## config.mk

```make
export PLATFORM = sky130hd
export DESIGN_NAME = cbm_mode_regs
export DESIGN_NICKNAME = d
export VERILOG_FILES = /design/src/cbm_pkg.sv /design/src/cbm_addr_decode.sv /design/src/cbm_mode_decode.sv /design/src/cbm_mode_regs.sv
export VERILOG_INCLUDE_DIRS = /design/src /design/src/src
export SDC_FILE = /design/constraint.sdc
export NUM_CORES = 1
export LEC_CHECK = 0
export BUFFER_PORTS_ARGS = -buffer_cell sky130_fd_sc_hd__clkbuf_2
export CORE_MARGIN = 5
export CORE_UTILIZATION = 55
export CTS_CLUSTER_SIZE = 28
export DETAILED_ROUTE_END_ITERATION = 6
export PLACE_DENSITY_LB_ADDON = 0.3
export SLEW_MARGIN = 40
export SYNTH_ARGS = -nofsm -noshare
export SYNTH_HDL_FRONTEND = slang
export SYNTH_SLANG_ARGS = --single-unit
```

## constraint.sdc

```tcl
create_clock -name mclk -period 9.8 [get_ports mclk]
set_input_delay 2.94 -clock mclk [delete_from_list [all_inputs] [get_ports mclk]]
set_output_delay 2.94 -clock mclk [all_outputs]
set_load 0.02 [all_outputs]
```

## src/cbm_consts.svh

```systemverilog
`ifndef CBM_CONSTS_SVH
`define CBM_CONSTS_SVH

// Register offsets in the ExCA index space.
`define CBM_OFS_MODE_C 8'h3A
`define CBM_OFS_MODE_D 8'h3B
`define CBM_OFS_CDMA 8'h3C
`define CBM_OFS_FIFO 8'h3D
`define CBM_OFS_MODE_E 8'h3E

// Offset of the ExCA image inside the CardBus register window.
`define CBM_CB_BASE 12'h800

// Number of registers in the bank.
`define CBM_NUM_REGS 5

// Reset values of the stored bits.
`define CBM_RST_MODE_C 8'h00
`define CBM_RST_MODE_D 8'h03
`define CBM_RST_CDMA 8'h18
`define CBM_RST_FIFO 8'h00
`define CBM_RST_MODE_E 8'h02

// Writable bit masks; all other bits are reserved.
`define CBM_WMASK_MODE_C 8'h0B
`define CBM_WMASK_MODE_D 8'h0F
`define CBM_WMASK_CDMA 8'h1F
`define CBM_WMASK_FIFO 8'hD0
`define CBM_WMASK_MODE_E 8'h1B

// Fixed read pattern ORed into a register on read.
`define CBM_FIXED_MODE_D 8'h40
`define CBM_FIXED_NONE 8'h00

// Field positions.
`define CBM_C_ZOOM 3
`define CBM_C_DMA_REQUEST_INPUT_HI 1
`define CBM_C_DMA_REQUEST_INPUT_LO 0
`define CBM_D_CB_CLKRUN 3
`define CBM_D_PCI_CLKRUN 2
`define CBM_D_IRQ_HI 1
`define CBM_D_IRQ_LO 0
`define CBM_CDMA_SC_IRQ 4
`define CBM_CDMA_FN_IRQ 3
`define CBM_CDMA_CH_HI 2
`define CBM_CDMA_CH_LO 0
`define CBM_FIFO_WR_FIFO 7
`define CBM_FIFO_CB_POST 6
`define CBM_FIFO_PC_POST 4
`define CBM_E_ACT_HI 4
`define CBM_E_ACT_LO 3
`define CBM_E_SPKR 1
`define CBM_E_CDMA_EN 0

`endif

```

## src/cbm_pkg.sv

```systemverilog
package cbm_pkg;

  // System interrupt signalling modes, in field encoding order.
  typedef enum logic [1:0] {
    CBM_IRQ_PC_PCI,
    CBM_IRQ_RESERVED,
    CBM_IRQ_SERIAL,
    CBM_IRQ_PCI
  } cbm_irq_mode_e;

  // Registers of the bank, in offset order.
  typedef enum logic [2:0] {
    CBM_REG_MODE_C,
    CBM_REG_MODE_D,
    CBM_REG_CDMA,
    CBM_REG_FIFO,
    CBM_REG_MODE_E
  } cbm_reg_e;

  typedef logic [7:0] cbm_byte_t;

endpackage : cbm_pkg

```

## src/cbm_addr_decode.sv

```systemverilog
`timescale 1ns/1ns
`include "cbm_consts.svh"

// Maps an ExCA index or a CardBus window address onto one register.
module cbm_addr_decode
  import cbm_pkg::*;
#(
  parameter int ADDR_W = 12
) (
  input wire logic accCardBus,
  input wire logic [ADDR_W-1:0] accAddr,
  output logic hit,
  output cbm_reg_e regIdx
);

  logic [ADDR_W-1:0] base;
  logic [ADDR_W-1:0] offset;

  // The CardBus window holds the same registers 800h higher.
  assign base = accCardBus ? ADDR_W'(`CBM_CB_BASE) : '0;
  assign offset = accAddr - base;

  // Offset match against the five documented indexes.
  always_comb begin
    hit = 1'b1;
    regIdx = CBM_REG_MODE_C;
    if (accAddr < base || offset[ADDR_W-1:8] != '0) begin
      hit = 1'b0;
    end else begin
      case (offset[7:0])
        `CBM_OFS_MODE_C: regIdx = CBM_REG_MODE_C;
        `CBM_OFS_MODE_D: regIdx = CBM_REG_MODE_D;
        `CBM_OFS_CDMA: regIdx = CBM_REG_CDMA;
        `CBM_OFS_FIFO: regIdx = CBM_REG_FIFO;
        `CBM_OFS_MODE_E: regIdx = CBM_REG_MODE_E;
        default: hit = 1'b0;
      endcase
    end
  end

endmodule : cbm_addr_decode

```

## src/cbm_mode_decode.sv

```systemverilog
`timescale 1ns/1ns

// Turns the two routing fields into one-hot selects and picks the
// DMA request source pin.
module cbm_mode_decode (
  input wire logic [1:0] dreqRoute,
  input wire logic [1:0] actSelect,
  input wire logic inputAckPin,
  input wire logic writeProtectIo16Pin,
  input wire logic batteryVoltage2SpeakerPin,
  output logic dmaRequestInput,
  output logic dreqRouted,
  output logic ledSelected,
  output logic socketSelected
);

  // Pin selection for the DMA request; 00 leaves it idle.
  always_comb begin
    dmaRequestInput = 1'b0;
    case (dreqRoute)
      2'h1: dmaRequestInput = inputAckPin;
      2'h2: dmaRequestInput = writeProtectIo16Pin;
      2'h3: dmaRequestInput = batteryVoltage2SpeakerPin;
      default: dmaRequestInput = 1'b0;
    endcase
  end

  // Any set low bit picks the LED; 10 picks socket activity.
  assign dreqRouted = dreqRoute != 2'h0;
  assign ledSelected = actSelect[0];
  assign socketSelected = actSelect == 2'h2;

endmodule : cbm_mode_decode

```

## src/cbm_mode_regs.sv

```systemverilog
// Operation
// - Registers at ExCA index and CardBus 800h image
// - Control C bit 3 enables zoomed video
// - Control C field 1:0 routes DMA request
// - Control D bit 3 enables CardBus clock-run
// - Control D bit 2 enables PCI clock-run
// - Control D field 1:0 picks interrupt signalling
// - DMA register bit 4 gates status-change interrupts
// - DMA register bit 3 gates functional interrupts
// - DMA register field 2:0 picks DMA channel
// - FIFO bit 7 enables CardBus write FIFO
// - FIFO bit 6 enables CardBus write posting
// - FIFO bit 4 enables PC Card posting
// - Control E field 4:3 picks activity output
// - Control E bit 1 enables speaker output
// - Control E bit 0 enables central DMA
// - Reserved bits read zero, except Control D bit 6, which reads one
`timescale 1ns/1ns
`include "cbm_consts.svh"

module cbm_mode_regs
  import cbm_pkg::*;
#(
  parameter int ADDR_W = 12,
  parameter int DMA_CH_W = 3
) (
  // Clock, synchronous reset and clock enable.
  input wire logic mclk,
  input wire logic rst,
  input wire logic ce,
  // Register access port shared by the index and window paths.
  input wire logic accSel,
  input wire logic accWrite,
  input wire logic accCardBus,
  input wire logic [ADDR_W-1:0] accAddr,
  input wire logic [7:0] accWrData,
  output logic accDone,
  output logic accHit,
  output logic [7:0] accRdData,
  // Card pins that can carry the DMA request.
  input wire logic inputAckPin,
  input wire logic writeProtectIo16Pin,
  input wire logic batteryVoltage2SpeakerPin,
  // Event and level inputs gated by the bank.
  input wire logic statusChangeIrqIn,
  input wire logic functionalIrqIn,
  input wire logic speakerIn,
  input wire logic socketActivityIn,
  // Decoded controls, each one clock behind its register bit.
  output logic zoomVideoEnable,
  output logic dmaRequestInput,
  output logic dmaRequestRouted,
  output logic cardBusClkRunEnable,
  output logic pciClkRunEnable,
  output cbm_irq_mode_e irqSignalMode,
  output logic irqModeReserved,
  output logic statusChangeIrqOut,
  output logic functionalIrqOut,
  output logic [DMA_CH_W-1:0] dmaChannel,
  output logic writeFifoEnable,
  output logic cardBusPostWriteEnable,
  output logic pcCardPostWriteEnable,
  output logic activityLedOutput,
  output logic socketActivityOutput,
  output logic speakerOutput,
  output logic centralDmaEnable
);

  // Refuse geometries the decode and the channel field cannot serve.
  // A wider address only adds upper bits that must decode to zero.
  if (ADDR_W < 12) begin : gAddrCheck
    $error("ADDR_W must cover the CardBus window offsets");
  end
  if (DMA_CH_W != 3) begin : gChanCheck
    $error("DMA_CH_W must match the three-bit channel field");
  end

  // Per-register constants, indexed by register number.
  // Bits outside the write mask are never stored, so reserved bits
  // read back only the fixed pattern whatever software writes.
  localparam cbm_byte_t RESETS [`CBM_NUM_REGS] = '{
    `CBM_RST_MODE_C, `CBM_RST_MODE_D, `CBM_RST_CDMA,
    `CBM_RST_FIFO, `CBM_RST_MODE_E
  };
  localparam cbm_byte_t WMASKS [`CBM_NUM_REGS] = '{
    `CBM_WMASK_MODE_C, `CBM_WMASK_MODE_D, `CBM_WMASK_CDMA,
    `CBM_WMASK_FIFO, `CBM_WMASK_MODE_E
  };
  localparam cbm_byte_t FIXED [`CBM_NUM_REGS] = '{
    `CBM_FIXED_NONE, `CBM_FIXED_MODE_D, `CBM_FIXED_NONE,
    `CBM_FIXED_NONE, `CBM_FIXED_NONE
  };

  // Storage, read views and the decode results.
  cbm_byte_t bank [`CBM_NUM_REGS];
  cbm_byte_t readView [`CBM_NUM_REGS];
  logic decHit;
  cbm_reg_e decIdx;
  logic accValid;
  cbm_byte_t next_rdData;
  // Stored images of the five registers, named for the field logic.
  cbm_byte_t modeC;
  cbm_byte_t modeD;
  cbm_byte_t cdma;
  cbm_byte_t fifoEn;
  cbm_byte_t modeE;
  logic decDreq;
  logic decDreqRouted;
  logic ledSelected;
  logic socketSelected;

  // One address decode serves both the index and the window path.
  // Both spaces land on one storage word, so the images cannot drift.
  cbm_addr_decode #(
    .ADDR_W(ADDR_W)
  ) uDecode (
    .accCardBus(accCardBus),
    .accAddr(accAddr),
    .hit(decHit),
    .regIdx(decIdx)
  );

  // An access counts only while the clock enable is high.
  assign accValid = accSel && ce;

  // Each register keeps only its writable bits and presents a read
  // view with its fixed pattern; both paths reach the same storage.
  for (genvar i = 0; i < `CBM_NUM_REGS; i++) begin : gBank
    always_ff @(posedge mclk) begin
      if (rst) begin
        bank[i] <= RESETS[i];
      end else if (accValid && accWrite && decHit &&
                   decIdx == cbm_reg_e'(i)) begin
        bank[i] <= accWrData & WMASKS[i];
      end
    end
    assign readView[i] = (bank[i] & WMASKS[i]) | FIXED[i];
  end

  assign modeC = bank[CBM_REG_MODE_C];
  assign modeD = bank[CBM_REG_MODE_D];
  assign cdma = bank[CBM_REG_CDMA];
  assign fifoEn = bank[CBM_REG_FIFO];
  assign modeE = bank[CBM_REG_MODE_E];

  // Read data for the addressed register; unmapped reads return zero.
  // Writes return zero so that stale data is never mistaken for a read.
  always_comb begin
    next_rdData = 8'h00;
    if (decHit && !accWrite) begin
      next_rdData = readView[decIdx];
    end
  end

  // Read data is held until the next access completes.
  // Holding it lets a slow host pick the byte up late.
  always_ff @(posedge mclk) begin
    if (rst) begin
      accRdData <= 8'h00;
    end else if (accValid) begin
      accRdData <= next_rdData;
    end
  end

  // Completion pulse and hit flag, one cycle after the request.
  // Both freeze with the clock enable, like every other flop.
  always_ff @(posedge mclk) begin
    if (rst) begin
      accDone <= 1'b0;
      accHit <= 1'b0;
    end else if (ce) begin
      accDone <= accSel;
      accHit <= accSel && decHit;
    end
  end

  // Route selection and activity output selection decode.
  // The decode is combinational; the flops below register its result.
  cbm_mode_decode uModes (
    .dreqRoute(modeC[`CBM_C_DMA_REQUEST_INPUT_HI:`CBM_C_DMA_REQUEST_INPUT_LO]),
    .actSelect(modeE[`CBM_E_ACT_HI:`CBM_E_ACT_LO]),
    .inputAckPin(inputAckPin),
    .writeProtectIo16Pin(writeProtectIo16Pin),
    .batteryVoltage2SpeakerPin(batteryVoltage2SpeakerPin),
    .dmaRequestInput(decDreq),
    .dreqRouted(decDreqRouted),
    .ledSelected(ledSelected),
    .socketSelected(socketSelected)
  );

  // Zoomed video tristate control.
  // The video path itself lives elsewhere; this is only its enable.
  always_ff @(posedge mclk) begin
    if (rst) begin
      zoomVideoEnable <= 1'b0;
    end else if (ce) begin
      zoomVideoEnable <= modeC[`CBM_C_ZOOM];
    end
  end

  // DMA request taken from the selected card pin.
  // A disabled route forces the request low rather than floating.
  always_ff @(posedge mclk) begin
    if (rst) begin
      dmaRequestInput <= 1'b0;
      dmaRequestRouted <= 1'b0;
    end else if (ce) begin
      dmaRequestInput <= decDreq;
      dmaRequestRouted <= decDreqRouted;
    end
  end

  // Clock-run protocol enables for both buses.
  // Both come out of reset disabled so the clocks keep running.
  always_ff @(posedge mclk) begin
    if (rst) begin
      cardBusClkRunEnable <= 1'b0;
      pciClkRunEnable <= 1'b0;
    end else if (ce) begin
      cardBusClkRunEnable <= modeD[`CBM_D_CB_CLKRUN];
      pciClkRunEnable <= modeD[`CBM_D_PCI_CLKRUN];
    end
  end

  // System interrupt signalling mode; code 01 is flagged reserved.
  // The reserved code is kept as written so software reads it back,
  // and the flag lets the interrupt logic treat it as unsupported.
  always_ff @(posedge mclk) begin
    if (rst) begin
      irqSignalMode <= CBM_IRQ_PCI;
      irqModeReserved <= 1'b0;
    end else if (ce) begin
      irqSignalMode <= cbm_irq_mode_e'(
        modeD[`CBM_D_IRQ_HI:`CBM_D_IRQ_LO]);
      irqModeReserved <= modeD[`CBM_D_IRQ_HI:`CBM_D_IRQ_LO] ==
                         2'h1;
    end
  end

  // Interrupt gating; a cleared enable suppresses the event outright.
  // Gating is on the level, so an event pending when the enable is
  // cleared drops out at the next edge.
  always_ff @(posedge mclk) begin
    if (rst) begin
      statusChangeIrqOut <= 1'b0;
      functionalIrqOut <= 1'b0;
    end else if (ce) begin
      statusChangeIrqOut <= statusChangeIrqIn &&
                            cdma[`CBM_CDMA_SC_IRQ];
      functionalIrqOut <= functionalIrqIn &&
                          cdma[`CBM_CDMA_FN_IRQ];
    end
  end

  // Centralized DMA channel and function enable.
  // The channel number is passed out whether or not the function is enabled.
  always_ff @(posedge mclk) begin
    if (rst) begin
      dmaChannel <= '0;
      centralDmaEnable <= 1'b0;
    end else if (ce) begin
      dmaChannel <= cdma[`CBM_CDMA_CH_HI:`CBM_CDMA_CH_LO];
      centralDmaEnable <= modeE[`CBM_E_CDMA_EN];
    end
  end

  // Write FIFO and posting enables.
  // All three come out of reset disabled.
  always_ff @(posedge mclk) begin
    if (rst) begin
      writeFifoEnable <= 1'b0;
      cardBusPostWriteEnable <= 1'b0;
      pcCardPostWriteEnable <= 1'b0;
    end else if (ce) begin
      writeFifoEnable <= fifoEn[`CBM_FIFO_WR_FIFO];
      cardBusPostWriteEnable <= fifoEn[`CBM_FIFO_CB_POST];
      pcCardPostWriteEnable <= fifoEn[`CBM_FIFO_PC_POST];
    end
  end

  // Socket activity drives whichever activity output is selected.
  // Code 11 counts as the LED choice, since its low bit is set.
  always_ff @(posedge mclk) begin
    if (rst) begin
      activityLedOutput <= 1'b0;
      socketActivityOutput <= 1'b0;
    end else if (ce) begin
      activityLedOutput <= socketActivityIn && ledSelected;
      socketActivityOutput <= socketActivityIn &&
                              socketSelected;
    end
  end

  // Speaker passthrough, silenced when the function is disabled.
  // The enable comes out of reset set, so the speaker passes by default.
  always_ff @(posedge mclk) begin
    if (rst) begin
      speakerOutput <= 1'b0;
    end else if (ce) begin
      speakerOutput <= speakerIn && modeE[`CBM_E_SPKR];
    end
  end

endmodule : cbm_mode_regs

```

==> results of run 1 <==
==> power by group through the flow <==
stage	Combinational [mW]	Sequential (mW)	Clock, mW
floorplan	0.0245	0.230	0
global placement	0.0450	0.226	0
detailed placement	0.0460	0.226	0
CTS	0.0461	0.221	0.145
global route	0.0511	0.223	0.152
finish	0.0458	0.221	0.144
==> layout by cell type (no fill, tap or decap), drive strengths merged, types with 2 or more instances in the layout <==
cell / n
nand4b: 3
nor2b: 8
a211oi: 4
clkbuf: 65
a21oi: 10
inv: 4
or4: 2
a21o: 3
o211ai: 3
nor3: 6
and3: 2
nand3: 6
o21bai: 3
mux2i: 16
nor2: 25
nor4: 4
a2111oi: 3
nand2: 14
a221o: 3
nor3b: 2
or3: 2
and2: 3
dfxtp: 29
nand3b: 4
nand2b: 11
o21ai: 4
edfxtp: 19
==> layer usage <==
| metal | wire length, um | track usage |
|---|---|---|
| met3 | 272 | 0.0397 |
| met4 | 82 | 0.0785 |
| met2 | 2450 | 0.328 |
| met5 | 0 | 0 |
| met1 | 2150 | 0.262 |
==> final cells by class <==
class / instances / area, sq um
sequential: 48 / 1150
clock buffer: 5 / 68.8
tap: 50 / 62.6
clock inverter: 3 / 42.5
timing repair buffer: 60 / 300
inverter: 4 / 15.0
multi-input combinational: 154 / 1000
fill: 354 / 1330
==> cell families after synthesis <==
kind of cell             synth area share
adder cells (fa/ha/maj)           0.00559
buffers and inverters              0.0374
other                             0.00167
flip-flops                          0.514
AND/OR/NAND/NOR                     0.254
multiplexers                       0.0715
AO/OA/AOI/OAI                       0.116
==> registers in the layout (all words and copies together), names as in the netlist, 2 cells and up <==
signal         count
accRdData          7
bank              19
dmaChannel         3
irqSignalMode      2
==> tightest hold or removal path, stage by stage (launching register included) <==
cell	delay, ns
dfxtp_1	0.32
nand2_1	0.05
o31ai_1	0.05
==> how the worst min path moves through the flow <==
stage,endpoint,startpoint,cells past startpoint
after floorplan,accRdData[0]$_SDFFE_PP0P_,bank[4][0]$_SDFFCE_PN0P_,1
after global placement,accRdData[6]$_SDFFE_PP0P_,accRdData[6]$_SDFFE_PP0P_,2
after detailed placement,accRdData[7]$_SDFFE_PP0P_,accRdData[7]$_SDFFE_PP0P_,2
after CTS,accRdData[7]$_SDFFE_PP0P_,accRdData[7]$_SDFFE_PP0P_,2
after global routing,accRdData[7]$_SDFFE_PP0P_,accRdData[7]$_SDFFE_PP0P_,2
final,accRdData[7]$_SDFFE_PP0P_,accRdData[7]$_SDFFE_PP0P_,2
==> results.cfg, run 1 <==
[floorplanning]
die_x_um = 73.8
initial_core_util = 0.564
num_rows = 23
pin_count = 63
die_area_sq_mm = 0.00545
core_sq_mm = 0.00397
die_h_um = 73.8

[finish]
stdcell_area_sq_mm = 0.00265
drive_gt1_frac = 0.274
final_cells = 324
finalNetCount = 307
fin_util = 0.666
areaGrowthSynthToFinish_pct = 18.1
diodes = 0

[yosys]
synth_flop_cell = dfxtp_1
synth_most_common_cell = dfxtp_1
ys_seq_elements = 48
syn-num-nets = 255
avgSynthCellArea_sq_um = 10.1
ys_seq_area_frac = 0.514
synth-edff-count = 19
synthCells = 221
yosys_warnings = 0
synth.top_cell.area_share = 0.259
synth.area.top_cells = dfxtp_1 26%, edfxtp_1 25%, mux2i_1 7.2%
syn_area_sq_mm = 0.00224
ys_top_cells_by_count = 29 x dfxtp_1, 25 x nor2_1, 19 x edfxtp_1, 16 x mux2i_1, 14 x nand2_1
synth_top_area_cell = dfxtp_1
synthArstFlopShare = 0
synthDistinctLibCells = 47

[setup_path]
r2r_end = accRdData[0]$_SDFFE_PP0P_
end_kind = flop
crit_type = input pin to flop
crit_fanout = 8
crit_slowest_cell = or4_1
r2r_slack_ns = 8.47
path_delay_family = simple AND/OR/NAND/NOR gates
reg2reg_from = bank[0][0]$_SDFFCE_PN0P_
crit_required_ns = 9.77
path_depth = 7
crit_chain = clkbuf_2 > inv_1 > ha_1 > or3b_2 > or4_1 > or2_1 > o21bai_1
start_kind = input pin
cp.arrival_ns = 5.17
endpoint = bank[1][3]$_SDFFCE_PN0P_
slowest_delay_ns = 0.57
cp-startpoint = accAddr[11]
crit_buf_inv = 2
r2r_cells = 4

[clock_tree]
cts_buffers = 5
clk_path_buf_depth = 2
cts.sinks = 48
cts_tree = yes
postCtsResizedCells = 0
clkTransAtPathRegs_ns = 0.09
post_cts_buffers = 0
ctsHoldBuffers = 0
cts-root-buf = clkbuf_8
insertion_delay_ns = 0.31
htree_levels = 2

[pwr]
swShare = 0.247
p_int_mw = 0.309
power_frac_clock = 0.350
p_sw_mw = 0.102
cellPowerDensity_mw_per_mm2 = 155
seq_power_share = 0.539
ir_drop_v = 0.0000996
total_power_mw = 0.411
pwr-share-comb = 0.111
total_leakage_power_nw = 1.09

[placed_design]
pre_cts_ws_ns = 4.28
place_area_sq_mm = 0.00253
numPortBuffers = 60
dp_hpwl_mm = 3.73
place_inst = 316
globalplace.congestion = 0.819

[timing]
clock_skew_ns = 0.00936
hold_viol = 0
tightest_slew_ns = 0.767
rsz0062_at_grt = no
final-setup-viol-count = 0
fin_tns_setup_ns = 0
worst_slack_ns = 4.60
hold_slack_ns = 0.459
slew_violations = 0
max_freq_mhz = 192
relSlewSlack = 0.489
period_needed_ns = 5.20
fin_crit_sh = 0.530

[detailed_routing]
vias_per_cell = 5.48
drt_first_pass_iters = 4
drc = 0
postRouteAntennaNets = 0
routed_wl_mm = 4.96
wire_per_inst_um = 15.3
drt_iter0_markers = 117
routed-via-count = 1776

[worst_hold_path]
min_path_type = flop to flop

[global_route]
grt_pass1_vias = 1702
antenna_found_initial = 0
grt_max_degree = 39
track_usage = 0.201
grt_pass1_wl_mm = 8.16
overflow = 0

[run]
cap_viol_max_count = 0

[status]
status = completed
No activity file was read; power rests on OpenSTA's default activity.
==> run 2: changes to the inputs <==
--- a/config.mk
+++ b/config.mk
@@ -8,7 +8,7 @@
 export LEC_CHECK = 0
 export BUFFER_PORTS_ARGS = -buffer_cell sky130_fd_sc_hd__clkbuf_2
 export CORE_MARGIN = 5
-export CORE_UTILIZATION = 55
+export CORE_UTILIZATION = 46
 export CTS_CLUSTER_SIZE = 28
 export DETAILED_ROUTE_END_ITERATION = 6
 export PLACE_DENSITY_LB_ADDON = 0.3
==> constraint.sdc (replaced) <==
create_clock -name mclk -period 4.7 [get_ports mclk]
set_input_delay 1.41 -clock mclk [delete_from_list [all_inputs] [get_ports mclk]]
set_output_delay 1.41 -clock mclk [all_outputs]
set_load 0.02 [all_outputs]
==> run 2 against run 1 <==
Sequential cell count unchanged. Via count increased by 1.1%. Highest routed layer unchanged. Cell count increased by 5.6%. Non-clock buffer count increased by 1. Critical endpoint is now bank[1][1]$_SDFFCE_PN1P_. Hold slack improved by 0.0067 ns. Utilization decreased by 11 points.
==> results.cfg, run 2 (synthesis gave the netlist of run 1 again) <==
[status]
status = completed

[setup_path]
r2r_cells = 4
crit_type = input pin to flop
crit_buf_inv = 2
crit_fanout = 8
r2r_slack_ns = 3.39
r2r_end = accRdData[0]$_SDFFE_PP0P_
slowest_delay_ns = 0.58
crit_slowest_cell = or4_1
crit_required_ns = 4.67
crit_chain = clkbuf_2 > inv_1 > ha_1 > or3b_2 > or4_1 > or2_1 > o21bai_1
start_kind = input pin
path_delay_family = simple AND/OR/NAND/NOR gates
reg2reg_from = bank[0][0]$_SDFFCE_PN0P_
cp.arrival_ns = 3.66
end_kind = flop

[detailed_routing]
postRouteAntennaNets = 0
routed_wl_mm = 5.10
wire_per_inst_um = 14.9
drc = 0
drt_iter0_markers = 63
routed-via-count = 1796
drt_first_pass_iters = 4
vias_per_cell = 5.25

[placed_design]
dp_hpwl_mm = 3.80
place_area_sq_mm = 0.00256
numPortBuffers = 60
globalplace.congestion = 0.788

[finish]
stdcell_area_sq_mm = 0.00264
final_cell_mix = 60 x clkbuf_2, 29 x dfxtp_1, 25 x nor2_1
drive_gt1_frac = 0.265
reg_top3 = bank x19, accRdData x7, dmaChannel x3
largest_register_ffs = 19
regMostFlops = bank
areaGrowthSynthToFinish_pct = 18.0
num-fill-cells = 450
finalNetCount = 308
diodes = 0
layout_commonest_cell = clkbuf_2

[floorplanning]
initial_core_util = 0.474
pin_count = 63
core_sq_mm = 0.00472
num_rows = 25
die_x_um = 79.8
die_h_um = 79.8
die_area_sq_mm = 0.00636

[timing]
max_freq_mhz = 270
relSlewSlack = 0.500
clock_skew_ns = 0.0120
rsz0062_at_grt = no
tightest_slew_ns = 0.750
fin_tns_setup_ns = 0
fin_crit_sh = 0.787
hold_viol = 0
final-setup-viol-count = 0
period_needed_ns = 3.70
slew_violations = 0

[clock_tree]
post_cts_buffers = 0
cts_tree = yes
clk_path_buf_depth = 2
cts_buffers = 5
cts-root-buf = clkbuf_8
cts.sinks = 48
postCtsResizedCells = 0
ctsHoldBuffers = 0
clkTransAtPathRegs_ns = 0.09
insertion_delay_ns = 0.30
htree_levels = 2

[worst_hold_path]
min_path_type = flop to flop
hold_start = accRdData[7]$_SDFFE_PP0P_
hold_depth = 2
holdPathEnd = accRdData[7]$_SDFFE_PP0P_

[global_route]
antenna_found_initial = 0
grt_pass1_vias = 1684
grt_pass1_wl_mm = 8.03
grt_max_degree = 39
overflow = 0
track_usage = 0.163

[pwr]
cellPowerDensity_mw_per_mm2 = 299
ir_drop_v = 0.000189
total_leakage_power_nw = 1.08

[run]
cap_viol_max_count = 0
-- run 2: cell type report --
| cell class | count | area [sq um] | share of cell area |
|---|---|---|---|
| clock buffers | 7 | 76.3 | 0.0289 |
| clock inverters | 1 | 3.75 | 0.00142 |
| multi-input cells | 154 | 1000 | 0.380 |
| repair buffers | 61 | 308 | 0.116 |
| inverters | 4 | 15.0 | 0.00568 |
| well taps | 67 | 83.8 | 0.0317 |
| flip-flops and latches | 48 | 1150 | 0.436 |
-- run 2: per-stage QoR --
| stage | util | std cells | worst slack (ns) | hold slack (ns) | power, mW |
|---|---|---|---|---|---|
| floorplan | - | 221 | 1.03 | 0.474 | 0.530 |
| global placement | 0.543 | 334 | 0.751 | 0.441 | 0.565 |
| detailed placement | 0.543 | 334 | 0.673 | 0.451 | 0.568 |
| CTS | 0.559 | 342 | 1.00 | 0.465 | 0.798 |
| global route | 0.559 | 342 | 0.879 | 0.494 | 0.828 |
| finish | 0.559 | 342 | 1.00 | 0.465 | 0.791 |
-- run 2: report_power, final --
part | switching [mW] | total [mW] | internal (mW)
Sequential | 0.0116 | 0.461 | 0.450
Combinational | 0.0586 | 0.0962 | 0.0376
Clock | 0.130 | 0.234 | 0.104
Total | 0.200 | 0.791 | 0.591
-- run 2: how the worst max path moves through the flow --
stage	startpoint	end	slack (ns)	depth (start not counted)
floorplan	accAddr[11]	bank[1][0]$_SDFFCE_PN1P_	1.03	8
global placement	accAddr[11]	bank[1][1]$_SDFFCE_PN1P_	0.75	7
detailed placement	accAddr[11]	bank[1][2]$_SDFFCE_PN0P_	0.67	7
CTS	accAddr[11]	bank[1][1]$_SDFFCE_PN1P_	1.00	7
global route	accAddr[11]	bank[1][1]$_SDFFCE_PN1P_	0.88	7
finish	accAddr[11]	bank[1][1]$_SDFFCE_PN1P_	1.00	7
-- run 2: worst register-to-register path, cell delays in order (launching register included) --
cell and delay, ns:
edfxtp_1 0.46, nor2b_1 0.18, a211oi_1 0.21, a2111oi_0 0.09, a221o_1 0.27
-- run 2: routing by layer --
layer	vias to the layer above	share of wire	GRT usage
li1	908	-	-
met1	841	0.43	0.195
met2	42	0.50	0.288
met3	5	0.058	0.0429
met4	0	0.010	0.0456
met5	-	0	0
==> run 3: changes to the inputs <==
--- a/config.mk
+++ b/config.mk
@@ -8,7 +8,7 @@
 export LEC_CHECK = 0
 export BUFFER_PORTS_ARGS = -buffer_cell sky130_fd_sc_hd__clkbuf_2
 export CORE_MARGIN = 5
-export CORE_UTILIZATION = 46
+export CORE_UTILIZATION = 51
 export CTS_CLUSTER_SIZE = 28
 export DETAILED_ROUTE_END_ITERATION = 6
 export PLACE_DENSITY_LB_ADDON = 0.3
==> constraint.sdc (replaced) <==
create_clock -name mclk -period 3.5 [get_ports mclk]
set_input_delay 1.05 -clock mclk [delete_from_list [all_inputs] [get_ports mclk]]
set_output_delay 1.05 -clock mclk [all_outputs]
set_load 0.02 [all_outputs]
==> run 3 against run 2 <==
Routed wire length up 0.74%. Cell count down 3.2%. Non-clock buffer count up 4. Sequential cell count unchanged. Global-route usage up 1.2 points. Critical path type unchanged.
==> results.cfg, run 3 (synthesis gave the netlist of run 1 again) <==
[placed_design]
place_inst = 323
numPortBuffers = 60
dp_hpwl_mm = 3.79
pre_cts_ws_ns = 0.107
globalplace.congestion = 0.845
place_area_sq_mm = 0.00257

[setup_path]
crit_required_ns = 3.47
cp.arrival_ns = 3.03
end_kind = flop
crit_fanout = 5
crit_type = input pin to flop
start_kind = input pin
slowest_delay_ns = 0.49
crit_chain = clkbuf_2 > inv_1 > ha_1 > or3b_2 > or4_1 > or2_1 > o21bai_1
crit_slowest_cell = or3b_2

[timing]
fin_crit_sh = 0.875
fin_tns_setup_ns = 0
slew_violations = 0
worst_slack_ns = 0.438
hold_slack_ns = 0.463
final-setup-viol-count = 0
rsz0062_at_grt = no
relSlewSlack = 0.591
tightest_slew_ns = 0.614
hold_viol = 0
period_needed_ns = 3.06
max_freq_mhz = 327
clock_skew_ns = 0.00866

[floorplanning]
core_sq_mm = 0.00429
initial_core_util = 0.522
die_area_sq_mm = 0.00582
die_h_um = 76.3
die_x_um = 76.3
pin_count = 63
num_rows = 24

[global_route]
track_usage = 0.175
overflow = 0
antenna_found_initial = 0
grt_max_degree = 38
grt_pass1_wl_mm = 8.36
grt_pass1_vias = 1767

[finish]
diodes = 0
final_cells = 331
areaGrowthSynthToFinish_pct = 18.5
layout_commonest_cell = clkbuf_2
stdcell_area_sq_mm = 0.00265
regMostFlops = bank
reg_top3 = bank x19, accRdData x7, dmaChannel x3
largest_register_ffs = 19
fin_util = 0.618
drive_gt1_frac = 0.276
final_cell_mix = 60 x clkbuf_2, 29 x dfxtp_1, 25 x nor2_1
finalNetCount = 312

[pwr]
total_leakage_power_nw = 1.10
cellPowerDensity_mw_per_mm2 = 402
total_power_mw = 1.07
ir_drop_v = 0.000200

[clock_tree]
cts-root-buf = clkbuf_8
cts.sinks = 48
postCtsResizedCells = 0
htree_levels = 2
cts_buffers = 5
post_cts_buffers = 0
clkTransAtPathRegs_ns = 0.09
clk_path_buf_depth = 2
insertion_delay_ns = 0.30
cts_tree = yes
ctsHoldBuffers = 0

[detailed_routing]
drc = 0
postRouteAntennaNets = 0
vias_per_cell = 5.56
routed_wl_mm = 5.14
drt_first_pass_iters = 4
drt_iter0_markers = 101
routed-via-count = 1842
wire_per_inst_um = 15.5

[worst_hold_path]
min_path_type = flop to flop

[status]
status = completed

[run]
cap_viol_max_count = 0
-- run 3: changes by cell type in the layout (fill, tap and decap cells not counted), sizes merged --
cell,change
buf,+4
-- run 3: layout make-up --
| type | count | area (sq um) |
|---|---|---|
| clock inverters | 1 | 3.75 |
| well taps | 52 | 65.1 |
| inverters | 4 | 15.0 |
| fillers | 385 | 1640 |
| flip-flops and latches | 48 | 1150 |
| repair buffers | 65 | 338 |
| clock buffers | 7 | 76.3 |
| multi-input cells | 154 | 1000 |
-- run 3: worst max-delay path: cells and delay by family --
| family | cells | cell delay [ns] |
|---|---|---|
| buffers and inverters | 2 | 0.10 |
| and+or+nand+nor | 3 | 1.23 |
| adders and majority gates | 1 | 0.25 |
| AOI/OAI and AO/OA | 1 | 0.39 |
-- run 3: layer usage --
layer / GRT usage / up-vias / share of wire / wire length (um)
met5: 0 / - / 0 / 0
met3: 0.0508 / 7 / 0.067 / 345
met4: 0.0507 / 0 / 0.0099 / 51
met1: 0.214 / 870 / 0.42 / 2150
met2: 0.298 / 52 / 0.51 / 2600
li1: - / 913 / - / -
-- run 3: worst paths after layout --
path,from,end,slack [ns],cells past startpoint
worst max-delay path,accAddr[11],bank[1][2]$_SDFFCE_PN0P_,0.44,7
worst min-delay path,accRdData[2]$_SDFFE_PP0P_,accRdData[2]$_SDFFE_PP0P_,0.46,2
worst max register to register,bank[0][0]$_SDFFCE_PN0P_,accRdData[0]$_SDFFE_PP0P_,2.07,4
worst min register to register,accRdData[2]$_SDFFE_PP0P_,accRdData[2]$_SDFFE_PP0P_,0.46,2
-- run 3: report_power, final --
| group | total, mW | switching [mW] | internal, mW |
|---|---|---|---|
| Sequential | 0.619 | 0.0152 | 0.604 |
| Combinational | 0.131 | 0.0794 | 0.0512 |
| Clock | 0.317 | 0.177 | 0.139 |
